## config.mk

```make
export PLATFORM = sky130hd
export DESIGN_NAME = ccsg_switch_guard
export DESIGN_NICKNAME = d
export VERILOG_FILES = /design/src/ccsg_pkg.sv /design/src/ccsg_switch_guard.sv
export SDC_FILE = /design/constraint.sdc
export NUM_CORES = 1
export LEC_CHECK = 0
export ABC_AREA = 0
export BUFFER_PORTS_ARGS = -buffer_cell sky130_fd_sc_hd__buf_2
export CORE_ASPECT_RATIO = 1.25
export CORE_MARGIN = 8
export CORE_UTILIZATION = 45
export DETAILED_ROUTE_END_ITERATION = 16
export MAX_ROUTING_LAYER = met4
export PLACE_DENSITY = 0.84
export SKIP_LAST_GASP = 1
export SLEW_MARGIN = 20
export SYNTH_ARGS = -nofsm -noshare
export SYNTH_HDL_FRONTEND = slang
export SYNTH_SLANG_ARGS = --single-unit
```

## constraint.sdc

```tcl
create_clock -name clk -period 2.9 [get_ports clk]
set_input_delay 0.145 -clock clk [delete_from_list [all_inputs] [get_ports clk]]
set_output_delay 0.145 -clock clk [all_outputs]
set_load 0.05 [all_outputs]
```

## src/ccsg_pkg.sv

```systemverilog
// Purpose: Shared constants and types for the CPU clock source switch guard
// Assumes: APB with 32-bit data, one aligned word per register
// Notes:   Reset values reflect oscillators as they stand after reset
package ccsg_pkg;
   // -----------------------------------------------------------------
   // Register byte offsets
   // -----------------------------------------------------------------
   localparam logic [7:0] CCSG_OFS_CLOCK_OP_MODE = 8'h00;
   localparam logic [7:0] CCSG_OFS_MAIN_OSC_CTRL = 8'h04;
   localparam logic [7:0] CCSG_OFS_MAIN_CLK_MODE = 8'h08;
   localparam logic [7:0] CCSG_OFS_PROC_CLK      = 8'h0c;
   localparam logic [7:0] CCSG_OFS_AUX_OSC_CTRL  = 8'h10;
   // -----------------------------------------------------------------
   // Field positions
   // -----------------------------------------------------------------
   localparam int CCSG_BIT_EXT_CLK_INPUT_SEL = 7;
   localparam int CCSG_BIT_MAIN_OSC_MODE_SEL = 6;
   localparam int CCSG_BIT_MAIN_OSC_STOP     = 7;
   localparam int CCSG_BIT_HS_SYS_CLK_ENABLE = 2;
   localparam int CCSG_BIT_MAIN_SRC_STATUS   = 1;
   localparam int CCSG_BIT_MAIN_SRC_SELECT   = 0;
   localparam int CCSG_BIT_CPU_SRC_STATUS    = 5;
   localparam int CCSG_BIT_CPU_SRC_SELECT    = 4;
   localparam int CCSG_BIT_INT_OSC_STOP      = 0;
   localparam int CCSG_BIT_SUB_OSC_ENABLE    = 1;
   // -----------------------------------------------------------------
   // Reset values
   // -----------------------------------------------------------------
   localparam logic CCSG_RST_MAIN_OSC_STOP = 1'b1;
   localparam logic CCSG_RST_INT_OSC_STOP  = 1'b0;
   localparam logic CCSG_RST_SUB_OSC_EN    = 1'b0;

   // Oscillator and multiplexer controls toward the clock generator
   typedef struct packed {
      logic int_osc_en;
      logic main_osc_en;
      logic ext_clk_en;
      logic sub_osc_en;
      logic main_sel_hs;
      logic cpu_sel_sub;
   } ccsg_ctrl_type;
endpackage

```

## src/ccsg_switch_guard.sv

```systemverilog
// Purpose: Software clock controls with a guarded CPU clock multiplexer
// Assumes: APB slave, no wait state; stable flags come from oscillators
// Notes:   Select requests wait in the control bits until they are safe
//
// Behaviour
// - Ext input select bit7, mode bit6
// - Main oscillator stop at bit 7
// - HS enable bit2, main select bit0
// - CPU source select at bit 4
// - Internal oscillator stoppable once unused
// - Crystal oscillator stoppable once unused
// - External input disableable once unused
// - Subsystem oscillator stoppable once unused
// - HS enable, mode select write once
//
// The APB register port and the placing of the registers were decided locally.
module ccsg_switch_guard (
   input  wire logic                   clk,
   input  wire logic                   arst_n,
   input  wire logic                   psel,
   input  wire logic                   penable,
   input  wire logic                   pwrite,
   input  wire logic [7:0]             paddr,
   input  wire logic [31:0]            pwdata,
   output logic      [31:0]            prdata,
   output logic                        pready,
   output logic                        pslverr,
   input  wire logic                   x1_stable,
   input  wire logic                   xt1_stable,
   output ccsg_pkg::ccsg_ctrl_type     clk_ctrl
);
   import ccsg_pkg::*;

   logic [1:0]    meta_ff;
   logic [1:0]    stab_ff;
   logic          ext_clk_input_sel_ff;
   logic          main_osc_mode_sel_ff;
   logic          mode_written_ff;
   logic          main_osc_stop_ff;
   logic          hs_sys_clk_enable_ff;
   logic          hs_written_ff;
   logic          main_src_select_ff;
   logic          cpu_src_select_ff;
   logic          int_osc_stop_ff;
   logic          sub_osc_enable_ff;
   ccsg_ctrl_type ctrl_ff;
   ccsg_ctrl_type nxt_ctrl;
   logic [31:0]   prdata_ff;
   logic          pready_ff;
   logic          pslverr_ff;
   logic          wr_en;
   logic          hs_ready;
   logic          int_ready;
   logic          sub_ready;
   logic          mapped;
   logic [31:0]   nxt_rdata;

   // -----------------------------------------------------------------
   // Stability flags from the oscillators
   // -----------------------------------------------------------------
   always_ff @(posedge clk or negedge arst_n) begin
      if (!arst_n) begin
         meta_ff <= 2'h0;
         stab_ff <= 2'h0;
      end else begin
         meta_ff <= {xt1_stable, x1_stable};
         stab_ff <= meta_ff;
      end
   end

   // -----------------------------------------------------------------
   // APB slave
   // -----------------------------------------------------------------
   assign wr_en  = psel & penable & pready_ff & pwrite;
   assign mapped = (paddr == CCSG_OFS_CLOCK_OP_MODE) | (paddr == CCSG_OFS_MAIN_OSC_CTRL) |
                   (paddr == CCSG_OFS_MAIN_CLK_MODE) | (paddr == CCSG_OFS_PROC_CLK) |
                   (paddr == CCSG_OFS_AUX_OSC_CTRL);

   always_comb begin
      nxt_rdata = 32'h0;
      unique case (paddr)
         CCSG_OFS_CLOCK_OP_MODE: begin
            nxt_rdata[CCSG_BIT_EXT_CLK_INPUT_SEL] = ext_clk_input_sel_ff;
            nxt_rdata[CCSG_BIT_MAIN_OSC_MODE_SEL] = main_osc_mode_sel_ff;
         end
         CCSG_OFS_MAIN_OSC_CTRL:
            nxt_rdata[CCSG_BIT_MAIN_OSC_STOP] = main_osc_stop_ff;
         CCSG_OFS_MAIN_CLK_MODE: begin
            nxt_rdata[CCSG_BIT_HS_SYS_CLK_ENABLE] = hs_sys_clk_enable_ff;
            nxt_rdata[CCSG_BIT_MAIN_SRC_STATUS]   = ctrl_ff.main_sel_hs;
            nxt_rdata[CCSG_BIT_MAIN_SRC_SELECT]   = main_src_select_ff;
         end
         CCSG_OFS_PROC_CLK: begin
            nxt_rdata[CCSG_BIT_CPU_SRC_STATUS] = ctrl_ff.cpu_sel_sub;
            nxt_rdata[CCSG_BIT_CPU_SRC_SELECT] = cpu_src_select_ff;
         end
         CCSG_OFS_AUX_OSC_CTRL: begin
            nxt_rdata[CCSG_BIT_INT_OSC_STOP]   = int_osc_stop_ff;
            nxt_rdata[CCSG_BIT_SUB_OSC_ENABLE] = sub_osc_enable_ff;
         end
         default: nxt_rdata = 32'h0;
      endcase
   end

   // No wait state: answer in the first access cycle
   always_ff @(posedge clk or negedge arst_n) begin
      if (!arst_n) begin
         pready_ff  <= 1'b0;
         pslverr_ff <= 1'b0;
         prdata_ff  <= 32'h0;
      end else begin
         pready_ff  <= psel & ~penable;
         pslverr_ff <= psel & ~penable & ~mapped;
         if (psel & ~penable)
            prdata_ff <= nxt_rdata;
      end
   end

   // -----------------------------------------------------------------
   // Control bits
   // -----------------------------------------------------------------
   always_ff @(posedge clk or negedge arst_n) begin
      if (!arst_n) begin
         ext_clk_input_sel_ff <= 1'b0;
         main_osc_mode_sel_ff <= 1'b0;
         mode_written_ff      <= 1'b0;
      end else if (wr_en && paddr == CCSG_OFS_CLOCK_OP_MODE) begin
         ext_clk_input_sel_ff <= pwdata[CCSG_BIT_EXT_CLK_INPUT_SEL];
         if (!mode_written_ff) begin
            main_osc_mode_sel_ff <= pwdata[CCSG_BIT_MAIN_OSC_MODE_SEL];
            mode_written_ff      <= 1'b1;
         end
      end
   end

   always_ff @(posedge clk or negedge arst_n) begin
      if (!arst_n)
         main_osc_stop_ff <= CCSG_RST_MAIN_OSC_STOP;
      else if (wr_en && paddr == CCSG_OFS_MAIN_OSC_CTRL)
         main_osc_stop_ff <= pwdata[CCSG_BIT_MAIN_OSC_STOP];
   end

   always_ff @(posedge clk or negedge arst_n) begin
      if (!arst_n) begin
         hs_sys_clk_enable_ff <= 1'b0;
         hs_written_ff        <= 1'b0;
         main_src_select_ff   <= 1'b0;
      end else if (wr_en && paddr == CCSG_OFS_MAIN_CLK_MODE) begin
         main_src_select_ff <= pwdata[CCSG_BIT_MAIN_SRC_SELECT];
         if (!hs_written_ff) begin
            hs_sys_clk_enable_ff <= pwdata[CCSG_BIT_HS_SYS_CLK_ENABLE];
            hs_written_ff        <= 1'b1;
         end
      end
   end

   always_ff @(posedge clk or negedge arst_n) begin
      if (!arst_n)
         cpu_src_select_ff <= 1'b0;
      else if (wr_en && paddr == CCSG_OFS_PROC_CLK)
         cpu_src_select_ff <= pwdata[CCSG_BIT_CPU_SRC_SELECT];
   end

   always_ff @(posedge clk or negedge arst_n) begin
      if (!arst_n) begin
         int_osc_stop_ff   <= CCSG_RST_INT_OSC_STOP;
         sub_osc_enable_ff <= CCSG_RST_SUB_OSC_EN;
      end else if (wr_en && paddr == CCSG_OFS_AUX_OSC_CTRL) begin
         int_osc_stop_ff   <= pwdata[CCSG_BIT_INT_OSC_STOP];
         sub_osc_enable_ff <= pwdata[CCSG_BIT_SUB_OSC_ENABLE];
      end
   end

   // -----------------------------------------------------------------
   // Guarded multiplexer and oscillator enables
   // -----------------------------------------------------------------
   // Crystal needs its stable flag; an external clock is taken as ready
   assign hs_ready  = ~main_osc_stop_ff & main_osc_mode_sel_ff & hs_sys_clk_enable_ff &
                      (ext_clk_input_sel_ff | stab_ff[0]);
   assign int_ready = ~int_osc_stop_ff;
   assign sub_ready = sub_osc_enable_ff & stab_ff[1];

   always_comb begin
      nxt_ctrl = ctrl_ff;
      // Main switch only with a ready target; otherwise stay put
      if (main_src_select_ff && !ctrl_ff.main_sel_hs && hs_ready)
         nxt_ctrl.main_sel_hs = 1'b1;
      else if (!main_src_select_ff && ctrl_ff.main_sel_hs && int_ready)
         nxt_ctrl.main_sel_hs = 1'b0;
      if (cpu_src_select_ff && !ctrl_ff.cpu_sel_sub && sub_ready)
         nxt_ctrl.cpu_sel_sub = 1'b1;
      else if (!cpu_src_select_ff && ctrl_ff.cpu_sel_sub &&
               (ctrl_ff.main_sel_hs ? hs_ready : int_ready))
         nxt_ctrl.cpu_sel_sub = 1'b0;
      // A source in use is never stopped under the CPU
      nxt_ctrl.int_osc_en  = ~int_osc_stop_ff |
                             (~nxt_ctrl.main_sel_hs & ~nxt_ctrl.cpu_sel_sub);
      nxt_ctrl.main_osc_en = (~main_osc_stop_ff & ~ext_clk_input_sel_ff) |
                             (nxt_ctrl.main_sel_hs & ~nxt_ctrl.cpu_sel_sub &
                              ~ext_clk_input_sel_ff);
      nxt_ctrl.ext_clk_en  = (~main_osc_stop_ff & ext_clk_input_sel_ff) |
                             (nxt_ctrl.main_sel_hs & ~nxt_ctrl.cpu_sel_sub &
                              ext_clk_input_sel_ff);
      nxt_ctrl.sub_osc_en  = sub_osc_enable_ff | nxt_ctrl.cpu_sel_sub;
   end

   always_ff @(posedge clk or negedge arst_n) begin
      if (!arst_n)
         ctrl_ff <= '{int_osc_en: 1'b1, default: 1'b0};
      else
         ctrl_ff <= nxt_ctrl;
   end

   assign prdata   = prdata_ff;
   assign pready   = pready_ff;
   assign pslverr  = pslverr_ff;
   assign clk_ctrl = ctrl_ff;
endmodule

```

Word level (Yosys, flattened, before mapping)
Cells that the tools add are included.

Word-level logic and storage cells: 88. Output and inout port bits: 40. Bits of input ports: 47. Register bits: 29.

Reduce and logical (&&, ||, !) cells: 20. Eq/ne operators: 4. Bitwise operators: 33. Mux-type cells: 10.

Operators by type and width (count): == test 8 x 4 -> 1 bit (second input constant) (2); AND 1 bit (15); logical AND 1 bit (13); NOT 1 bit (9); OR 1 bit (9); == test 8 x 3 -> 1 bit (second input constant) (1); == test 8 x 5 -> 1 bit (second input constant) (1); zero test 8 bit (1); 2-to-1 mux 1 bit (7); zero test 1 bit (4); case mux 2 bit (2 select lines) (1); AND reduction 2 bit (2); 2-to-1 mux 2 bit (1); case mux 1 bit (2 select lines) (1).

Longest topological paths before layout
Word-level depth: 12. Mapped depth: 5. Gate-level depth less buffers: 5.

Worst setup path after synthesis
OpenSTA, ideal clock, no wires.

Kind: register to register. Start point: reg pready_ff, in the netlist pready. End point: reg int_osc_stop_ff. Cell stages (with the launch flop): 5. Data arrival time: 1582 ps. Path buffers: 1. Slack: 1194 ps. Data required time: 2775 ps. Library setup time: 125 ps. Period minus slack after synthesis: 1706 ps. Cells stage by stage: dfrtp_1 -> and4_1 -> clkbuf_1 -> and2_1 -> mux2_2.

Cells in the longest elaborated chain, start to end: 3.

Ends and longest elaborated chain: start, declared (RTL line ccsg_switch_guard.sv:49) `logic pready_ff;`; start signal, assigned (RTL line ccsg_switch_guard.sv:112) `pready_ff <= psel & ~penable;`; AND 1 bit (2 in a row) (RTL line ccsg_switch_guard.sv:74) `assign wr_en = psel & penable & pready_ff & pwrite;`; logical AND 1 bit (RTL line ccsg_switch_guard.sv:168) `end else if (wr_en && paddr == CCSG_OFS_AUX_OSC_CTRL) begin`; end signal, assigned (RTL line ccsg_switch_guard.sv:169) `int_osc_stop_ff <= pwdata[CCSG_BIT_INT_OSC_STOP];`; end, declared (RTL line ccsg_switch_guard.sv:44) `logic int_osc_stop_ff;`.

Every way passes these cells. A chain may end at the register's enable or synchronous reset.

==> metrics.yaml <==
floorplan:
  io_pins: 87
  die_area_um2: 5150
  die_w_um: 65.8
  initial_utilization: 0.474
  core_um2: 2950
  die_h_um: 78.3
  rows: 22
drt:
  met3_length_um: 260
  wl_met2_mm: 1.49
  drt_wl_total_mm: 2.92
  drc_errors: 0
  via_per_inst: 4.94
  wl_met1_mm: 1.11
  drt_iter0_markers: 29
  detail-route-antenna-nets: 0
  wl_per_cell_um: 14.6
  routed.top_layer: "met4"
  num_vias: 987
  firstDrtPassIters: 4
power_and_ir_drop:
  p_per_area_nw_per_um2: 482
  p_leak_uw: 0.000830
  peakVddDrop_v: 0.000397
  power.total_uw: 759
clocking:
  ctsResizeCount: 0
  clock-sinks: 29
  cts_buffers: 5
  hold_buffers: 3
  clock_latency_ns: 0.32
  post-cts-setup-buffer-count: 0
  htree_levels: 2
  clkTransAtPathRegs_ns: 0.09
  cts_tree: "built"
  clk_path_buf_depth: 2
  cts_root_buf: "clkbuf_4"
timing:
  period_needed_ns: 1.44
  worst_pin_slew_ns: 0.621
  whs_ns: 0.0441
  slew_violations: 0
  hold_viol_final: 0
  setup_tns_ns: 0
  setup_viol: 0
  fmax_mhz: 694
  grt_setup_unrepaired: "false"
  fin_crit_sh: 0.497
  fin_worst_skew_ns: 0.00909
  slew_headroom: 0.586
status:
  status: "completed"
cells_and_area:
  diodes: 0
  area_delta_synth_final_pct: 12.9
  fin_area_um2: 1580
  drive_above_1_share: 0.354
  nNetsFinal: 210
yosys:
  synth_xor_area_frac: 0
  synth_mux_area_frac: 0.0771
  synth_seq_cells: 29
  synth-adder-area-share: 0
  synth_area_leader_cell: "dfrtp_1"
  synth_compound_area_frac: 0.0609
  synth_top_family_by_area: "simple AND/OR/NAND/NOR gates"
  synth_top_cell_area_share: 0.484
  yosysSeqAreaShare: 0.522
  synth-simple-area-share: 0.178
  synth_cells: 123
  ys_top_cells_by_area: "dfrtp_1 (48%), buf_4 (13%), mux2_2 (4.8%)"
  yosysWarnings: 0
  netlist_area_um2: 1400
  syn_avg_cell_area_um2: 11.4
  yosys.cell_types.count: 35
global_route:
  grt_max_degree: 30
  grt_pass1_wl_mm: 4.62
  grt.overflow.total: 0
  grt.total_usage: 0.118
  grt_antenna_before_repair: 0
  grt_pass1_vias: 1032
place:
  place.gp.congestion: 0.840
  dpl_cell_area_um2: 1500
  dpl.hpwl_mm: 2.31
  port_buffers: 35
worst_setup_path:
  crit_type: "flop to flop"
  startpoint_type: "flop"
  cp-end-kind: "flop"
  worst_ep_required_time_ns: 3.12
  cp.arrival_ns: 1.66
  cp_max_fo: 7
  rr_worst_depth: 4
job:
  drv_cap: 0
hold_path:
  whs_path_depth: 2
  worst_hold_path_type: "primary input to flop"
## Yosys cell counts
cell / number
a21oi_1: 1
a22o_1: 1
a32o_1: 1
and2_1: 2
and4_1: 1
and4b_2: 1
buf_4: 25
buf_6: 1
clkbuf_1: 2
clkbuf_2: 1
conb_1: 1
dfrtp_1: 27
dfstp_2: 2
inv_1: 3
mux2_2: 6
mux2_4: 2
mux2i_1: 1
nand2_1: 8
nand2b_1: 3
nand3_1: 7
nand3_2: 1
nand3b_1: 1
nand4_1: 4
nand4b_1: 2
nand4b_2: 1
nor2_1: 1
nor2b_1: 1
nor3_1: 2
nor3b_4: 1
nor4_2: 1
o21ai_0: 7
o21ai_1: 1
o221ai_1: 1
o22ai_1: 2
or2_2: 1
## where the power goes
| part | total [µW] | leakage, µW | switching, µW | internal (µW) |
|---|---|---|---|---|
| Combinational | 118 | 0.000417 | 100 | 17.4 |
| Clock | 230 | 0.0000320 | 138 | 92.1 |
| Sequential | 411 | 0.000381 | 2.05 | 409 |
## stage by stage
step	setup slack, ns	util	std cells
4_1_cts	1.45	0.535	200
5_1_grt	1.33	0.535	200
2_1_floorplan	1.19	-	147
3_5_place_dp	1.17	0.508	189
3_3_place_gp	1.21	0.508	189
6_report	1.46	0.535	200
## cell usage in the layout, fill, tap and decap left out, types with 2 or more instances in the layout
cell,instances
dfrtp_1,27
nand3_1,7
o21ai_0,7
clkbuf_4,5
inv_1,3
nor3_1,2
conb_1,25
clkinv_2,2
buf_2,35
mux2_4,2
nand2_1,8
nand2b_1,3
nand4_1,4
dlygate4sd3_1,3
and2_1,2
o22ai_1,2
nand4b_1,2
dfstp_2,2
mux2_2,6
## flip-flops by register name, summed over array words and instances (netlist names)
signal / count
main_osc_mode_sel_ff: 1
main_osc_stop_ff: 1
sub_osc_enable_ff: 1
pslverr: 1
pready: 1
hs_sys_clk_enable_ff: 1
stab_ff: 2
mode_written_ff: 1
meta_ff: 2
cpu_src_select_ff: 1
hs_written_ff: 1
ext_clk_input_sel_ff: 1
main_src_select_ff: 1
prdata: 7
clk_ctrl: 6
int_osc_stop_ff: 1
## critical path: stages, from the launching register on
cell	delay (ns)
dfrtp_1	0.49
o21ai_0	0.13
o221ai_1	0.16
o21ai_0	0.22
or2_2	0.32
## path summary, 6_finish.rpt
| kind | slack, ns | start | endpoint |
|---|---|---|---|
| max in group asynchronous | 2.12 | arst_n | prdata[6] |
| worst max-delay path | 1.46 | ext_clk_input_sel_ff | clk_ctrl[2] |
| worst min register to register | 0.36 | meta_ff[0] | stab_ff[0] |
| min in group asynchronous | 0.36 | arst_n | meta_ff[0] |
| worst max register to register | 1.46 | ext_clk_input_sel_ff | clk_ctrl[2] |
| worst min-delay path | 0.04 | pwdata[6] | main_osc_mode_sel_ff |
## metal layers
layer / GRT usage / vias to the layer above
met2: 0.199 / 45
met3: 0.0455 / 9
met4: 0.0481 / 0
met5: - / -
met1: 0.119 / 477
li1: - / 456
## final cells by class
cell class	count	area (µm²)
Sequential cell	29	728
Fill cell	278	1370
Tap cell	36	45.0
Multi-Input combinational cell	86	536
Inverter	3	11.3
Clock inverter	2	10.0
Timing Repair Buffer	38	205
Clock buffer	6	41.3
## kinds of logic after synthesis
| family | Yosys count |
|---|---|
| muxes | 9 |
| buffers and inverters | 32 |
| DFF | 29 |
| other | 1 |
| AOI/OAI and AO/OA | 14 |
| and+or+nand+nor | 38 |
No activity file was read; power rests on OpenSTA's default activity.
